===== config.mk =====
export PLATFORM = sky130hd
export DESIGN_NAME = mfi_decoder
export DESIGN_NICKNAME = d
export VERILOG_FILES = /design/src/core/mfi_pkg.sv /design/src/core/mfi_decoder.sv
export SDC_FILE = /design/constraint.sdc
export NUM_CORES = 1
export LEC_CHECK = 0
export ABC_AREA = 1
export BUFFER_PORTS_ARGS = -buffer_cell sky130_fd_sc_hd__buf_2
export CORE_UTILIZATION = 55
export CTS_CLUSTER_SIZE = 28
export DETAILED_ROUTE_END_ITERATION = 10
export GPL_ROUTABILITY_DRIVEN = 0
export PLACE_DENSITY = 0.8
export SLEW_MARGIN = 20
export SYNTH_ARGS = -nofsm -noshare
export SYNTH_HDL_FRONTEND = slang
export SYNTH_SLANG_ARGS = --single-unit

===== constraint.sdc =====
create_clock -name i_clk -period 3.8 [get_ports i_clk]
set_input_delay 0.76 -clock i_clk [delete_from_list [all_inputs] [get_ports i_clk]]
set_output_delay 0.76 -clock i_clk [all_outputs]
set_load 0.02 [all_outputs]

===== src/core/mfi_pkg.sv =====
// Package for the multi-function input decoder: codes, widths, timing.
// Assumes a 200 MHz system clock and eight contact input terminals.
package mfi_pkg;
  localparam int NUM_IN = 8;
  localparam int TW = 3;                 // Terminal index width
  localparam int CW = 8;                 // Function code width
  localparam int FW = 16;                // Frequency word width
  localparam int DW = 16;                // Delay setting width (ticks)
  // Function codes
  localparam logic [7:0] F_RAMP_HOLD = 8'h0A;
  localparam logic [7:0] F_MOP_UP = 8'h10;
  localparam logic [7:0] F_MOP_DN = 8'h11;
  localparam logic [7:0] F_FSTOP_NO = 8'h15;
  localparam logic [7:0] F_MOTOR2 = 8'h16;
  localparam logic [7:0] F_FSTOP_NC = 8'h17;
  localparam logic [7:0] F_TIMER = 8'h18;
  localparam logic [7:0] F_PID_OFF = 8'h19;
  localparam logic [7:0] F_WR_EN = 8'h1B;
  localparam logic [7:0] F_TRIM_UP = 8'h1C;
  localparam logic [7:0] F_TRIM_DN = 8'h1D;
  localparam logic [7:0] F_SAMPLE = 8'h1E;
  localparam logic [3:0] EF_HI = 4'h2;   // Upper nibble of fault codes
  localparam int EF_NC_BIT = 0;          // Normally closed contact
  localparam int EF_RUN_BIT = 1;         // Detected only while running
  localparam int EF_ACT_LSB = 2;         // Stop method field
  localparam logic [1:0] ACT_DECEL = 2'h0;
  localparam logic [1:0] ACT_COAST = 2'h1;
  localparam logic [1:0] ACT_FAST = 2'h2;
  localparam logic [1:0] ACT_MINOR = 2'h3;
  // Timebase: one tick per millisecond
  localparam int CLK_HZ = 200_000_000;
  localparam int TICK_US = 1000;
  localparam int TICK_CYC = CLK_HZ / 1_000_000 * TICK_US;
  localparam logic [17:0] TICK_MAX = 18'(TICK_CYC - 1);
  localparam int HOLD_MS = 100;
  localparam logic [DW-1:0] HOLD_TICKS = DW'(HOLD_MS * 1000 / TICK_US);
  typedef enum logic [1:0] {
    MFI_IDLE = 2'b00, MFI_RUN = 2'b01, MFI_FSTOP = 2'b11, MFI_WAIT = 2'b10
  } mfi_run_t;
  typedef struct packed {
    logic valid;
    logic [TW-1:0] terminal;
    logic [1:0] action;
  } mfi_fault_t;
  typedef struct packed {
    logic [FW-1:0] reference;
    logic [FW-1:0] analog;
    logic [FW-1:0] trim;
    logic panel_src;
  } mfi_freq_t;
endpackage


===== src/core/mfi_decoder.sv =====
// Multi-function input decoder: maps contact terminals to drive actions.
// Assumes contacts are asynchronous pins; settings are static-ish ports.

// Behaviour
// - Fast stop input decelerates using fast stop time
// - Run refused while fast stop asserted
// - Code 16 closed selects second motor set
// - Timer runs independently, code 18 in
// - Timer closes after on-delay continuous closure
// - Timer opens after off-delay continuous opening
// - Code 19 bypasses PID while closed
// - Lockout open blocks writes except reference
// - Lone trim up or down is config error
// - Trim adds or subtracts trim amount
// - Trim ignored with panel reference source
// - Sample analog after 100 ms hold
// - Sample-hold conflicts raise config error
// - Power cycle clears held reference
// - Codes 20-2F are external faults, terminal
// - Even codes NO, odd codes NC
// - Bit 1 set means detect only running
// - Fault code selects stop method or minor
module mfi_decoder (
  input wire logic i_clk,
  input wire logic i_reset_n,
  input wire logic [mfi_pkg::NUM_IN-1:0] i_contact,
  input wire logic [mfi_pkg::NUM_IN*mfi_pkg::CW-1:0] i_func_sel,
  input wire logic i_run_cmd,
  input wire logic i_pid_mode_select,
  input wire logic [mfi_pkg::DW-1:0] i_timer_on_delay,
  input wire logic [mfi_pkg::DW-1:0] i_timer_off_delay,
  input wire mfi_pkg::mfi_freq_t i_freq,
  input wire logic i_param_wr_req,
  input wire logic i_param_is_freq_ref,
  output logic o_run_enable,
  output logic o_fast_stop_decel,
  output logic o_motor2_select,
  output logic o_timer_output,
  output logic o_pid_bypass,
  output logic o_param_wr_accept,
  output logic [mfi_pkg::FW-1:0] o_freq_command,
  output logic o_input_config_conflict_error,
  output mfi_pkg::mfi_fault_t o_external_fault_indication
);
  localparam int N = mfi_pkg::NUM_IN;
  logic [N-1:0] sync1_q, sync2_q;
  logic [17:0] tick_cnt_q;
  logic tick;
  // Per-terminal decode flags
  logic [N-1:0] is_fs_no, is_fs_nc, is_m2, is_tmr, is_pid, is_wr;
  logic [N-1:0] is_tu, is_td, is_sh, is_rh, is_mop, is_ef, ef_hit;
  logic [N-1:0] fs_act, m2_act, tmr_act, pid_act, wr_act, tu_act, td_act;
  logic [N-1:0] sh_act;

  // Input synchronisers
  always_ff @(posedge i_clk or negedge i_reset_n)
    if (!i_reset_n)
    begin
      sync1_q <= '0;
      sync2_q <= '0;
    end
    else
    begin
      sync1_q <= i_contact;
      sync2_q <= sync1_q;
    end

  // Shared millisecond timebase
  assign tick = (tick_cnt_q == mfi_pkg::TICK_MAX);
  always_ff @(posedge i_clk or negedge i_reset_n)
    if (!i_reset_n)
      tick_cnt_q <= '0;
    else
      tick_cnt_q <= tick ? '0 : tick_cnt_q + 18'h00001;

  // Per-terminal function decode
  genvar g;
  generate
    for (g = 0; g < N; g++)
    begin : g_dec
      logic [7:0] c;
      logic ef_raw;
      assign c = i_func_sel[g*mfi_pkg::CW +: mfi_pkg::CW];
      assign is_fs_no[g] = (c == mfi_pkg::F_FSTOP_NO);
      assign is_fs_nc[g] = (c == mfi_pkg::F_FSTOP_NC);
      assign is_m2[g] = (c == mfi_pkg::F_MOTOR2);
      assign is_tmr[g] = (c == mfi_pkg::F_TIMER);
      assign is_pid[g] = (c == mfi_pkg::F_PID_OFF);
      assign is_wr[g] = (c == mfi_pkg::F_WR_EN);
      assign is_tu[g] = (c == mfi_pkg::F_TRIM_UP);
      assign is_td[g] = (c == mfi_pkg::F_TRIM_DN);
      assign is_sh[g] = (c == mfi_pkg::F_SAMPLE);
      assign is_rh[g] = (c == mfi_pkg::F_RAMP_HOLD);
      assign is_mop[g] = (c == mfi_pkg::F_MOP_UP) ||
                         (c == mfi_pkg::F_MOP_DN);
      assign is_ef[g] = (c[7:4] == mfi_pkg::EF_HI);
      // Closed for NO, open for NC
      assign fs_act[g] = (is_fs_no[g] & sync2_q[g]) |
                         (is_fs_nc[g] & ~sync2_q[g]);
      assign m2_act[g] = is_m2[g] & sync2_q[g];
      assign tmr_act[g] = is_tmr[g] & sync2_q[g];
      assign pid_act[g] = is_pid[g] & sync2_q[g];
      assign wr_act[g] = is_wr[g] & sync2_q[g];
      assign tu_act[g] = is_tu[g] & sync2_q[g];
      assign td_act[g] = is_td[g] & sync2_q[g];
      assign sh_act[g] = is_sh[g] & sync2_q[g];
      assign ef_raw = c[mfi_pkg::EF_NC_BIT] ? ~sync2_q[g] : sync2_q[g];
      assign ef_hit[g] = is_ef[g] & ef_raw &
        (~c[mfi_pkg::EF_RUN_BIT] | o_run_enable);
    end
  endgenerate

  // Fast stop and run gating
  logic fs_any;
  mfi_pkg::mfi_run_t st_q, st_d;
  assign fs_any = |fs_act;
  always_comb
  begin
    st_d = st_q;
    case (st_q)
      mfi_pkg::MFI_IDLE:
        if (i_run_cmd && !fs_any)
          st_d = mfi_pkg::MFI_RUN;
      mfi_pkg::MFI_RUN:
        if (fs_any)
          st_d = mfi_pkg::MFI_FSTOP;
        else if (!i_run_cmd)
          st_d = mfi_pkg::MFI_IDLE;
      mfi_pkg::MFI_FSTOP:
        if (!fs_any)
          st_d = mfi_pkg::MFI_WAIT;
      default:
        if (fs_any)
          st_d = mfi_pkg::MFI_FSTOP;
        else if (!i_run_cmd)
          st_d = mfi_pkg::MFI_IDLE;
    endcase
  end
  always_ff @(posedge i_clk or negedge i_reset_n)
    if (!i_reset_n)
      st_q <= mfi_pkg::MFI_IDLE;
    else
      st_q <= st_d;
  assign o_run_enable = (st_q == mfi_pkg::MFI_RUN) && !fs_any;
  assign o_fast_stop_decel = (st_q == mfi_pkg::MFI_FSTOP);

  // Simple level functions
  assign o_motor2_select = |m2_act;
  assign o_pid_bypass = i_pid_mode_select & (|pid_act);
  assign o_param_wr_accept = i_param_wr_req &
    (i_param_is_freq_ref | ~(|is_wr) | (|wr_act));

  // Configuration conflict check
  logic trim_pair_bad, sh_conflict;
  assign trim_pair_bad = (|is_tu) ^ (|is_td);
  assign sh_conflict = (|is_sh) &
    ((|is_rh) | (|is_mop) | (|is_tu) | (|is_td));
  assign o_input_config_conflict_error = trim_pair_bad | sh_conflict;

  // Timer function with on and off delays
  logic tmr_in, tmr_out_q;
  logic [mfi_pkg::DW-1:0] tmr_cnt_q;
  assign tmr_in = |tmr_act;
  always_ff @(posedge i_clk or negedge i_reset_n)
    if (!i_reset_n)
    begin
      tmr_cnt_q <= '0;
      tmr_out_q <= 1'b0;
    end
    else if (tmr_in == tmr_out_q)
      tmr_cnt_q <= '0;
    else if (tmr_in && tmr_cnt_q >= i_timer_on_delay)
    begin
      tmr_out_q <= 1'b1;
      tmr_cnt_q <= '0;
    end
    else if (!tmr_in && tmr_cnt_q >= i_timer_off_delay)
    begin
      tmr_out_q <= 1'b0;
      tmr_cnt_q <= '0;
    end
    else if (tick)
      tmr_cnt_q <= tmr_cnt_q + 1'b1;
  assign o_timer_output = tmr_out_q;

  // Sample-hold: 100 ms hold loads analog reference
  logic sh_in, sh_done_q, sh_valid_q;
  logic [mfi_pkg::DW-1:0] sh_cnt_q;
  logic [mfi_pkg::FW-1:0] sh_ref_q;
  assign sh_in = |sh_act;
  always_ff @(posedge i_clk or negedge i_reset_n)
    if (!i_reset_n)
    begin
      sh_cnt_q <= '0;
      sh_done_q <= 1'b0;
      sh_valid_q <= 1'b0;
      sh_ref_q <= '0;
    end
    else if (!sh_in)
    begin
      sh_cnt_q <= '0;
      sh_done_q <= 1'b0;
    end
    else if (!sh_done_q && sh_cnt_q >= mfi_pkg::HOLD_TICKS)
    begin
      sh_ref_q <= i_freq.analog;
      sh_valid_q <= 1'b1;
      sh_done_q <= 1'b1;
    end
    else if (tick && !sh_done_q)
      sh_cnt_q <= sh_cnt_q + 1'b1;

  // Frequency command with trim
  logic [mfi_pkg::FW-1:0] base_ref, freq_d, freq_q;
  logic trim_ok, up, dn;
  assign base_ref = (|is_sh) ? (sh_valid_q ? sh_ref_q : '0)
                             : i_freq.reference;
  assign trim_ok = ~i_freq.panel_src & ~trim_pair_bad;
  assign up = trim_ok & (|tu_act) & ~(|td_act);
  assign dn = trim_ok & (|td_act) & ~(|tu_act);
  assign freq_d = up ? base_ref + i_freq.trim :
                  dn ? base_ref - i_freq.trim : base_ref;
  always_ff @(posedge i_clk or negedge i_reset_n)
    if (!i_reset_n)
      freq_q <= '0;
    else
      freq_q <= freq_d;
  assign o_freq_command = freq_q;

  // External fault: lowest terminal wins, latched until no fault input is active
  logic [mfi_pkg::TW-1:0] ef_term;
  logic [1:0] ef_act;
  always_comb
  begin
    ef_term = '0;
    ef_act = mfi_pkg::ACT_DECEL;
    for (int k = N - 1; k >= 0; k--)
      if (ef_hit[k])
      begin
        ef_term = mfi_pkg::TW'(k);
        ef_act = i_func_sel[k*mfi_pkg::CW + mfi_pkg::EF_ACT_LSB +: 2];
      end
  end
  always_ff @(posedge i_clk or negedge i_reset_n)
    if (!i_reset_n)
      o_external_fault_indication <= '0;
    else if (!o_external_fault_indication.valid && (|ef_hit))
      o_external_fault_indication <= '{1'b1, ef_term, ef_act};
    else if (!(|ef_hit))
      o_external_fault_indication.valid <= 1'b0;
endmodule


# ---- After elaboration in Yosys (flattened, before gate mapping)
# Cells that the tools add are included.
dict set report op_classes {
  bitwise_logic 141
  n_eq_ne 115
  n_lt_le_gt_ge 3
  addsub 5
  n_reduce_logical 41
  muxes 47
}
# operator n
set ops {}
lappend ops {{== test 8 x 5 -> 1 bit (second input constant)} 88}
lappend ops {{two-way mux 16 bit} 11}
lappend ops {{OR reduction 8 bit} 15}
lappend ops {{bitwise AND 1 bit} 96}
lappend ops {{== test 8 x 4 -> 1 bit (second input constant)} 8}
lappend ops {{adder 16 x 1 -> 16 bit (second input constant)} 2}
lappend ops {{== test 4 x 2 -> 1 bit (second input constant)} 8}
lappend ops {{>= comparator 16 bit} 2}
lappend ops {{two-way mux 2 bit} 12}
lappend ops {{two-way mux 3 bit} 8}
lappend ops {{NOT 1 bit} 22}
lappend ops {{bitwise OR 1 bit} 22}
lappend ops {{adder 18 x 1 -> 18 bit (second input constant)} 1}
lappend ops {{== test 18 bit (second input constant)} 1}
lappend ops {{two-way mux 18 bit} 1}
lappend ops {{adder 16 bit} 1}
lappend ops {{>= comparator 16 x 7 -> 1 bit (second input constant)} 1}
lappend ops {{subtractor 16 bit} 1}
lappend ops {{two-way mux 1 bit} 14}
lappend ops {{logical OR 1 bit} 8}
lappend ops {{logical AND 1 bit} 7}
lappend ops {{inequality test 2 x 1 -> 1 bit (second input constant)} 3}
lappend ops {{inequality test 2 bit (second input constant)} 3}
lappend ops {{AND reduction 2 bit} 3}
lappend ops {{other kinds (11)} 14}
dict set report totals {
  inputBits 159
  wordCells 366
  out_inout_bits 29
  regBits 109
}

# ---- Logic depth before layout (Yosys ltp)
# Gate-level depths: netlist of the first run.
dict set report logic_depth {
  depth_word 16
  depth_mapped 28
  ltp_nobuf 25
}

# ---- Worst setup path before layout of the first run
# No wires, ideal clock.
dict set report synth_timing {
  path_type {in2reg}
  startpoint {input i_func_sel[40] in the netlist's numbering}
  endpoint {register freq_q, in the netlist o_freq_command[12]}
  t_arrival_ns 3.679
  cell_stages 23
  required_ns 3.676
  path_buffers 3
  setup_ns 0.124
  setup_slack_ns -0.003
  cell_sequence {buf_2 -> nor2_1 -> nand2_1 -> nor2_2 -> nor4_2 -> nand2_2 -> clkbuf_1 -> o21ai_0 -> inv_1 -> ha_1 -> clkbuf_1 -> nand3_1 -> and2_1 -> o31ai_2 -> nand2_1 -> nand2_1 -> inv_1 -> o21ai_1 -> nand3_1 -> nand2_1 -> nand2_1 -> nand3_1 -> nand3_1}
}
dict set report synth_via {
  elab_chain_len 9
  word_cells_on_any_way 24
  cone_classes {add/sub (2); eq/ne (3); mux (3); bitwise (11); reduce/logical (5)}
}
# item line_no
set synth_lines {}
lappend synth_lines {{start: declaration} mfi_decoder.sv:27} ;# input wire logic [mfi_pkg::NUM_IN*mfi_pkg::CW-1:0] i_func_sel,
lappend synth_lines {{parallel branches: the longest is 8 deep, another holds subtractor 16 bit} --}
lappend synth_lines {{two-way mux 16 bit *} mfi_decoder.sv:221} ;# assign freq_d = up ? base_ref + i_freq.trim :
lappend synth_lines {{net freq_d, one bit} mfi_decoder.sv:214} ;# logic [mfi_pkg::FW-1:0] base_ref, freq_d, freq_q;
lappend synth_lines {{end signal: assignment} mfi_decoder.sv:227} ;# freq_q <= freq_d;
lappend synth_lines {{end: declaration} mfi_decoder.sv:214}
# Mark *: on every way through the listed nets, which the timed path passes.
# A chain may end at the register's enable or synchronous reset.

# ---- Final worst setup path of the first run
dict set report layout_timing {
  startpoint {input i_func_sel[21] in the netlist's numbering}
  endpoint {register freq_q, in the netlist o_freq_command[15]}
}
# The elaborated chain is that of the path after synthesis.

==> metrics.cfg, run 1 <==
[clock_network]
cts_buffer_depth = 2
cts_hold_buffers = 0
cts_sinks = 109
cts_tree = yes
clockRootBuffer = clkbuf_16
h-tree-depth = 3
insertion_delay_ns = 0.36
cts-buffers-inserted = 9
clk_pin_slew_worst_paths_ns = 0.08

[sta]
worst_pin_slew_ns = 0.909
finalCriticalPeriod_ns = 3.63
skew_ns = 0.0148
whs_ns = 0.354
setup_violations = 0
finalHoldViolCount = 0
max_freq_mhz = 276
slew_violations = 0
post-route-period-util_pct = 95.4
slew_headroom_pct = 39.4

[die]
die_x_um = 133
core_area_mm2 = 0.0166
pin_count = 188
die-area_mm2 = 0.0176
start_util_pct = 56.5
die_h_um = 133
rows = 47

[power_and_ir_drop]
p_leak_nw = 6.64
p_total_mw = 3.28
ir_drop_uv = 217
powerDensity_mw_per_mm2 = 272

[hold_path]
hold_path_class = flop to flop
hp-start = sync1_q[7]
holdPathEnd = sync2_q[7]
hold-path-cell-count = 0

[route]
drt-initial-drc-count = 943
drt-total-wl_um = 27500
ant_nets = 0
dr_total_vias = 10400
drc = 0
dr.pass1.iters = 8
wl_per_cell_um = 14.5
avgViaCountPerCell = 5.45

[synthesis]
yosys.area_share.simple_pct = 32.5
synth_cell_types = 62
yosysWarnings = 0
ys_ff_latch = 109
netlist_area_mm2 = 0.00941
synth_top_flop_cell = dfrtp_1
synthAdderAreaFrac_pct = 9.60
synth_top_family_by_area = simple AND/OR/NAND/NOR gates
synth_xor_area_share_pct = 3.17
synth_edf_count = 0
synth_fp_nets = 1576
synth_cells = 1346
synth-compound-area-share_pct = 11.9
muxShareOfSynthArea_pct = 2.02
yosysSeqAreaShare_pct = 29.0
avgSynthCellArea_um2 = 6.99
async_reset_ff_share_pct = 100

[global_route]
antenna_found_initial = 2
grt_usage_pct = 31.3
grt_pass1_vias = 9750
grt_max_degree = 69
grt_pass1_wl_um = 44600
overflow = 0

[critical_path]
worstPathRequired_ns = 4.05
worstReg2RegStart = sh_valid_q
reg2reg_depth = 18
rr_endpoint = o_freq_command[12]
arrival_ns = 3.88
critPathCaptureType = flop
crit_type = input pin to flop
start_kind = input pin
r2r_setup_slack_ns = 0.83
path_max_fanout = 6

[run_status]
outcome = complete, no violations

[layout]
drive_gt1_share_pct = 26.2
area_delta_synth_final_pct = 28.0
layout_common_cells = nand2_1, inv_1, buf_2
final_common_cell = nand2_1
final_nets = 1902

[placed_design]
io_buffers = 187
dp_hpwl_um = 22000

[job]
drv_cap = 0

where the power goes:
group	switching [mW]	leakage, nW	internal (mW)	total [mW]
sequential	0.0311	1.42	1.21	1.24
combinational	0.574	5.06	0.424	0.998
clock	0.495	0.160	0.549	1.04
total	1.10	6.64	2.18	3.28
synthesized netlist by cell type, drive strengths merged, types with 5 or more instances:
master | n | share of area [%]
xor2 | 22 | 2.0
a21oi | 66 | 3.5
o21bai | 5 | 0.40
or2 | 7 | 0.47
nor3 | 39 | 2.4
nand3 | 112 | 6.3
inv | 254 | 10
o31ai | 5 | 0.45
clkbuf | 10 | 0.40
mux2 | 16 | 1.9
nand4 | 40 | 2.7
a31oi | 6 | 0.40
nor2 | 134 | 6.1
dfrtp | 109 | 29
nand2 | 283 | 12
nor4 | 30 | 2.2
o21ai | 58 | 3.3
buf | 13 | 0.89
ha | 69 | 9.2
xnor2 | 12 | 1.1
o22ai | 7 | 0.47
worst max-delay path, stage by stage:
cell	delay (ns)
buf_2	0.11
inv_1	0.07
nand2_1	0.09
nor2_4	0.14
inv_1	0.08
nor3_2	0.24
nor3_4	0.10
buf_4	0.17
nand2_4	0.12
nand2_1	0.09
o21ai_2	0.07
inv_1	0.08
ha_1	0.30
nor2_1	0.15
inv_1	0.08
buf_4	0.13
o21a_1	0.18
nand3_1	0.12
nand2_1	0.08
nand2_1	0.08
a21oi_1	0.08
inv_1	0.11
a31oi_1	0.10
or2_1	0.23
nand3_1	0.06
nand2_1	0.06
sequential cells by signal, summed over array words and instances, names as in the netlist:
register,count
o_freq_command,16
sh_ref_q,16
sh_cnt_q,16
tick_cnt_q,18
sh_valid_q,1
sync1_q,8
sync2_q,8
sh_done_q,1
tmr_cnt_q,16
o_external_fault_indication,6
o_timer_output,1
st_q,2
layer usage:
metal / share of wire [%] / GRT usage (%)
met4: 3.7 / 14.6
met5: 0 / 0
met3: 6.8 / 3.64
met1: 44 / 41.4
met2: 46 / 51.3
area by class of cell:
type,instances,area [um2]
well taps,220,275
multi-input cells,960,5670
diodes,2,5.00
flip-flops and latches,109,2730
inverters,254,956
clock inverters,6,86.3
repair buffers,338,2090
clock buffers,10,239
fillers,1365,4600
stage by stage:
| stage | TNS, ns | utilization [%] | std cells | instance area (um2) | setup WS, ns |
|---|---|---|---|---|---|
| floorplan | 0 | - | 1346 | 9410 | 0.0739 |
| global placement | -0.188 | 69.6 | 1875 | 11600 | -0.0712 |
| detailed placement | -0.692 | 69.6 | 1875 | 11600 | -0.204 |
| CTS | 0 | 71.5 | 1891 | 11900 | 0.177 |
| global route | -0.0588 | 72.4 | 1899 | 12000 | -0.0382 |
| finish | 0 | 72.4 | 1899 | 12000 | 0.174 |
logic make-up (layout without fill, tap and decap cells):
group | Yosys count | after routing
AND/OR/NAND/NOR | 653 | 654
buffers and inverters | 278 | 608
AO/OA/AOI/OAI | 184 | 184
flip-flops | 109 | 109
adder cells (fa/ha/maj) | 71 | 71
XOR/XNOR | 34 | 34
multiplexers | 17 | 17
other | 0 | 2
what timing repair did:
action	CTS	global route
endpoints found under the hold margin	0	0
setup endpoints to repair	0	5
setup buffers	0	5
gates resized for setup	0	28
worst max-delay path by stage:
stage | startpoint | endpoint | depth (start not counted)
after global routing | i_func_sel[21] | o_freq_command[15] | 26
after global placement | i_func_sel[39] | o_freq_command[13] | 24
final | i_func_sel[21] | o_freq_command[15] | 26
after detailed placement | i_func_sel[39] | o_freq_command[13] | 24
after floorplan | i_func_sel[40] | o_freq_command[12] | 23
after CTS | i_func_sel[39] | o_freq_command[13] | 24
No activity file was read; power rests on OpenSTA's default activity.
==> run 2, diff against run 1 <==
--- a/config.mk
+++ b/config.mk
@@ -7,11 +7,14 @@
 export LEC_CHECK = 0
 export ABC_AREA = 1
 export BUFFER_PORTS_ARGS = -buffer_cell sky130_fd_sc_hd__buf_2
-export CORE_UTILIZATION = 55
+export CELL_PAD_IN_SITES_DETAIL_PLACEMENT = 0
+export CELL_PAD_IN_SITES_GLOBAL_PLACEMENT = 1
+export CORE_UTILIZATION = 40
 export CTS_CLUSTER_SIZE = 28
 export DETAILED_ROUTE_END_ITERATION = 10
 export GPL_ROUTABILITY_DRIVEN = 0
-export PLACE_DENSITY = 0.8
+export PLACE_DENSITY_LB_ADDON = 0.1
+export RECOVER_POWER = 100
 export SLEW_MARGIN = 20
 export SYNTH_ARGS = -nofsm -noshare
 export SYNTH_HDL_FRONTEND = slang
==> run 2 against run 1 <==
Effect of this change:
- global-route usage fell by 6.8 points
- first-iteration DRC count fell by 47%
- sequential power barely moved
- largest power group unchanged
- core utilization fell by 19 points
- highest routed layer is now met5
- sequential cell count did not move
- register-to-register slack barely moved
- the run now ends with max-capacitance violations, max-slew violations left
- design area rose by 1.4%
- power fell by 1.8%
- hold slack got worse by 0.0034 ns
- critical endpoint unchanged
- count of clock-buffer cells in the layout fell by 1
==> metrics.cfg, run 2 (synthesized netlist as in run 1, its figures left out) <==
[critical_path]
worstPathRequired_ns = 4.06
critPathCaptureType = flop
start_kind = input pin
crit_type = input pin to flop
crit_top_cell = nand2_1
slowest_stage = ha_1
arrival_ns = 3.80
critPathMaxStageDelay_ns = 0.34
r2r_setup_slack_ns = 0.83
path_max_fanout = 17

[global_route]
grt_pass1_vias = 9344
grt_usage_pct = 24.5
overflow = 0
grt_pass1_wl_um = 46900
antenna_found_initial = 2
grt_max_degree = 70

[placed_design]
dp_hpwl_um = 23900
dp_slack_ns = -0.276
io_buffers = 187

[layout]
area_delta_synth_final_pct = 29.9
final_nets = 1931
final_common_cell = nand2_1
top_register = tick_cnt_q
drive_gt1_share_pct = 25.0
layout_common_cells = nand2_1, inv_1, buf_4
largest_reg_flops = 18

[route]
dr.pass1.iters = 5
drc = 0
drt-initial-drc-count = 502
avgViaCountPerCell = 4.89
drt-total-wl_um = 29000
dr_total_vias = 9881
ant_nets = 0
wl_per_cell_um = 14.4

[sta]
finalHoldViolCount = 0
post-route-period-util_pct = 93.4
setup_violations = 0
finalCriticalPeriod_ns = 3.55
max_freq_mhz = 282
skew_ns = 0.0176
slew_violations = 70
slew_headroom_pct = -20.2
whs_ns = 0.351
finalWorstSetupSlack_ns = 0.251
worst_pin_slew_ns = 1.80

[die]
core_area_mm2 = 0.0228
pin_count = 188
die-area_mm2 = 0.0241
rows = 55
start_util_pct = 41.2
die_h_um = 155
die_x_um = 155

[job]
drv_cap = 1

[power_and_ir_drop]
powerDensity_mw_per_mm2 = 264
p_leak_nw = 6.62
ir_drop_uv = 191

[clock_network]
cts_buffer_depth = 2
h-tree-depth = 3
insertion_delay_ns = 0.36
clk_pin_slew_worst_paths_ns = 0.08
clockRootBuffer = clkbuf_16
cts_tree = yes
cts_sinks = 109
cts-buffers-inserted = 9
cts_hold_buffers = 0

[hold_path]
hold_path_class = flop to flop

[run_status]
outcome = finished with violations
violations = max-capacitance violations, max-slew violations

run 2: changes by cell type in the layout (fill, tap and decap cells not counted), moves of 4 or more:
cell,change
o21ai_0,+5
buf_4,+25
buf_2,-31
o21ai_1,-4
clkbuf_1,+36
run 2: per-layer routing:
layer	track usage [%]	vias up	share of wire, %
li1	-	5141	-
met2	40.9	262	46
met3	3.40	27	5.6
met1	33.6	4449	47
met4	5.65	2	1.4
met5	0	-	0.034
run 2: power by group:
part	switching [mW]	internal [mW]	total, mW
Combinational	0.576	0.434	1.01
Sequential	0.0315	1.21	1.24
Clock	0.503	0.470	0.973
run 2: repair_timing:
action / in CTS / in global routing
gates resized for setup: 0 / 25
buffers inserted: 0 / 1
setup endpoints to repair: 0 / 8
run 2: final timing paths:
path | endpoint | start | cells after the start
min | sync2_q[3] | sync1_q[3] | 0
max in group asynchronous | tick_cnt_q[17] | i_reset_n | 2
max | o_freq_command[15] | i_func_sel[63] | 25
min reg2reg | sync2_q[3] | sync1_q[3] | 0
max reg2reg | o_external_fault_indication[2] | sync2_q[1] | 16
min in group asynchronous | tmr_cnt_q[11] | i_reset_n | 1
run 2: critical path, delay by kind of cell:
kind | cells | cell delay (ns)
fa+ha+maj | 1 | 0.34
buf+inv | 6 | 0.67
compound gates | 3 | 0.34
simple gates | 15 | 1.68
run 2: final cells by class:
type,count,area [um2]
Fill cell,2343,10600
Multi-Input combinational cell,959,5600
Sequential cell,109,2730
Timing Repair Buffer,368,2240
Inverter,254,955
Tap cell,313,392
Clock buffer,9,225
Clock inverter,7,72.6
Antenna cell,1,2.50
run 2: per-stage QoR:
step | utilization, % | cells | cell area (um2) | power, mW | setup TNS (ns)
final | 53.5 | 2020 | 12200 | 3.22 | 0
after global routing | 53.5 | 2019 | 12200 | 3.41 | -0.126
after CTS | 53.5 | 2018 | 12200 | 3.26 | 0
after detailed placement | 52.2 | 2002 | 11900 | 2.26 | -1.29
after global placement | 52.2 | 2002 | 11900 | 2.26 | -0.847
after floorplan | - | 1346 | 9410 | 1.78 | 0
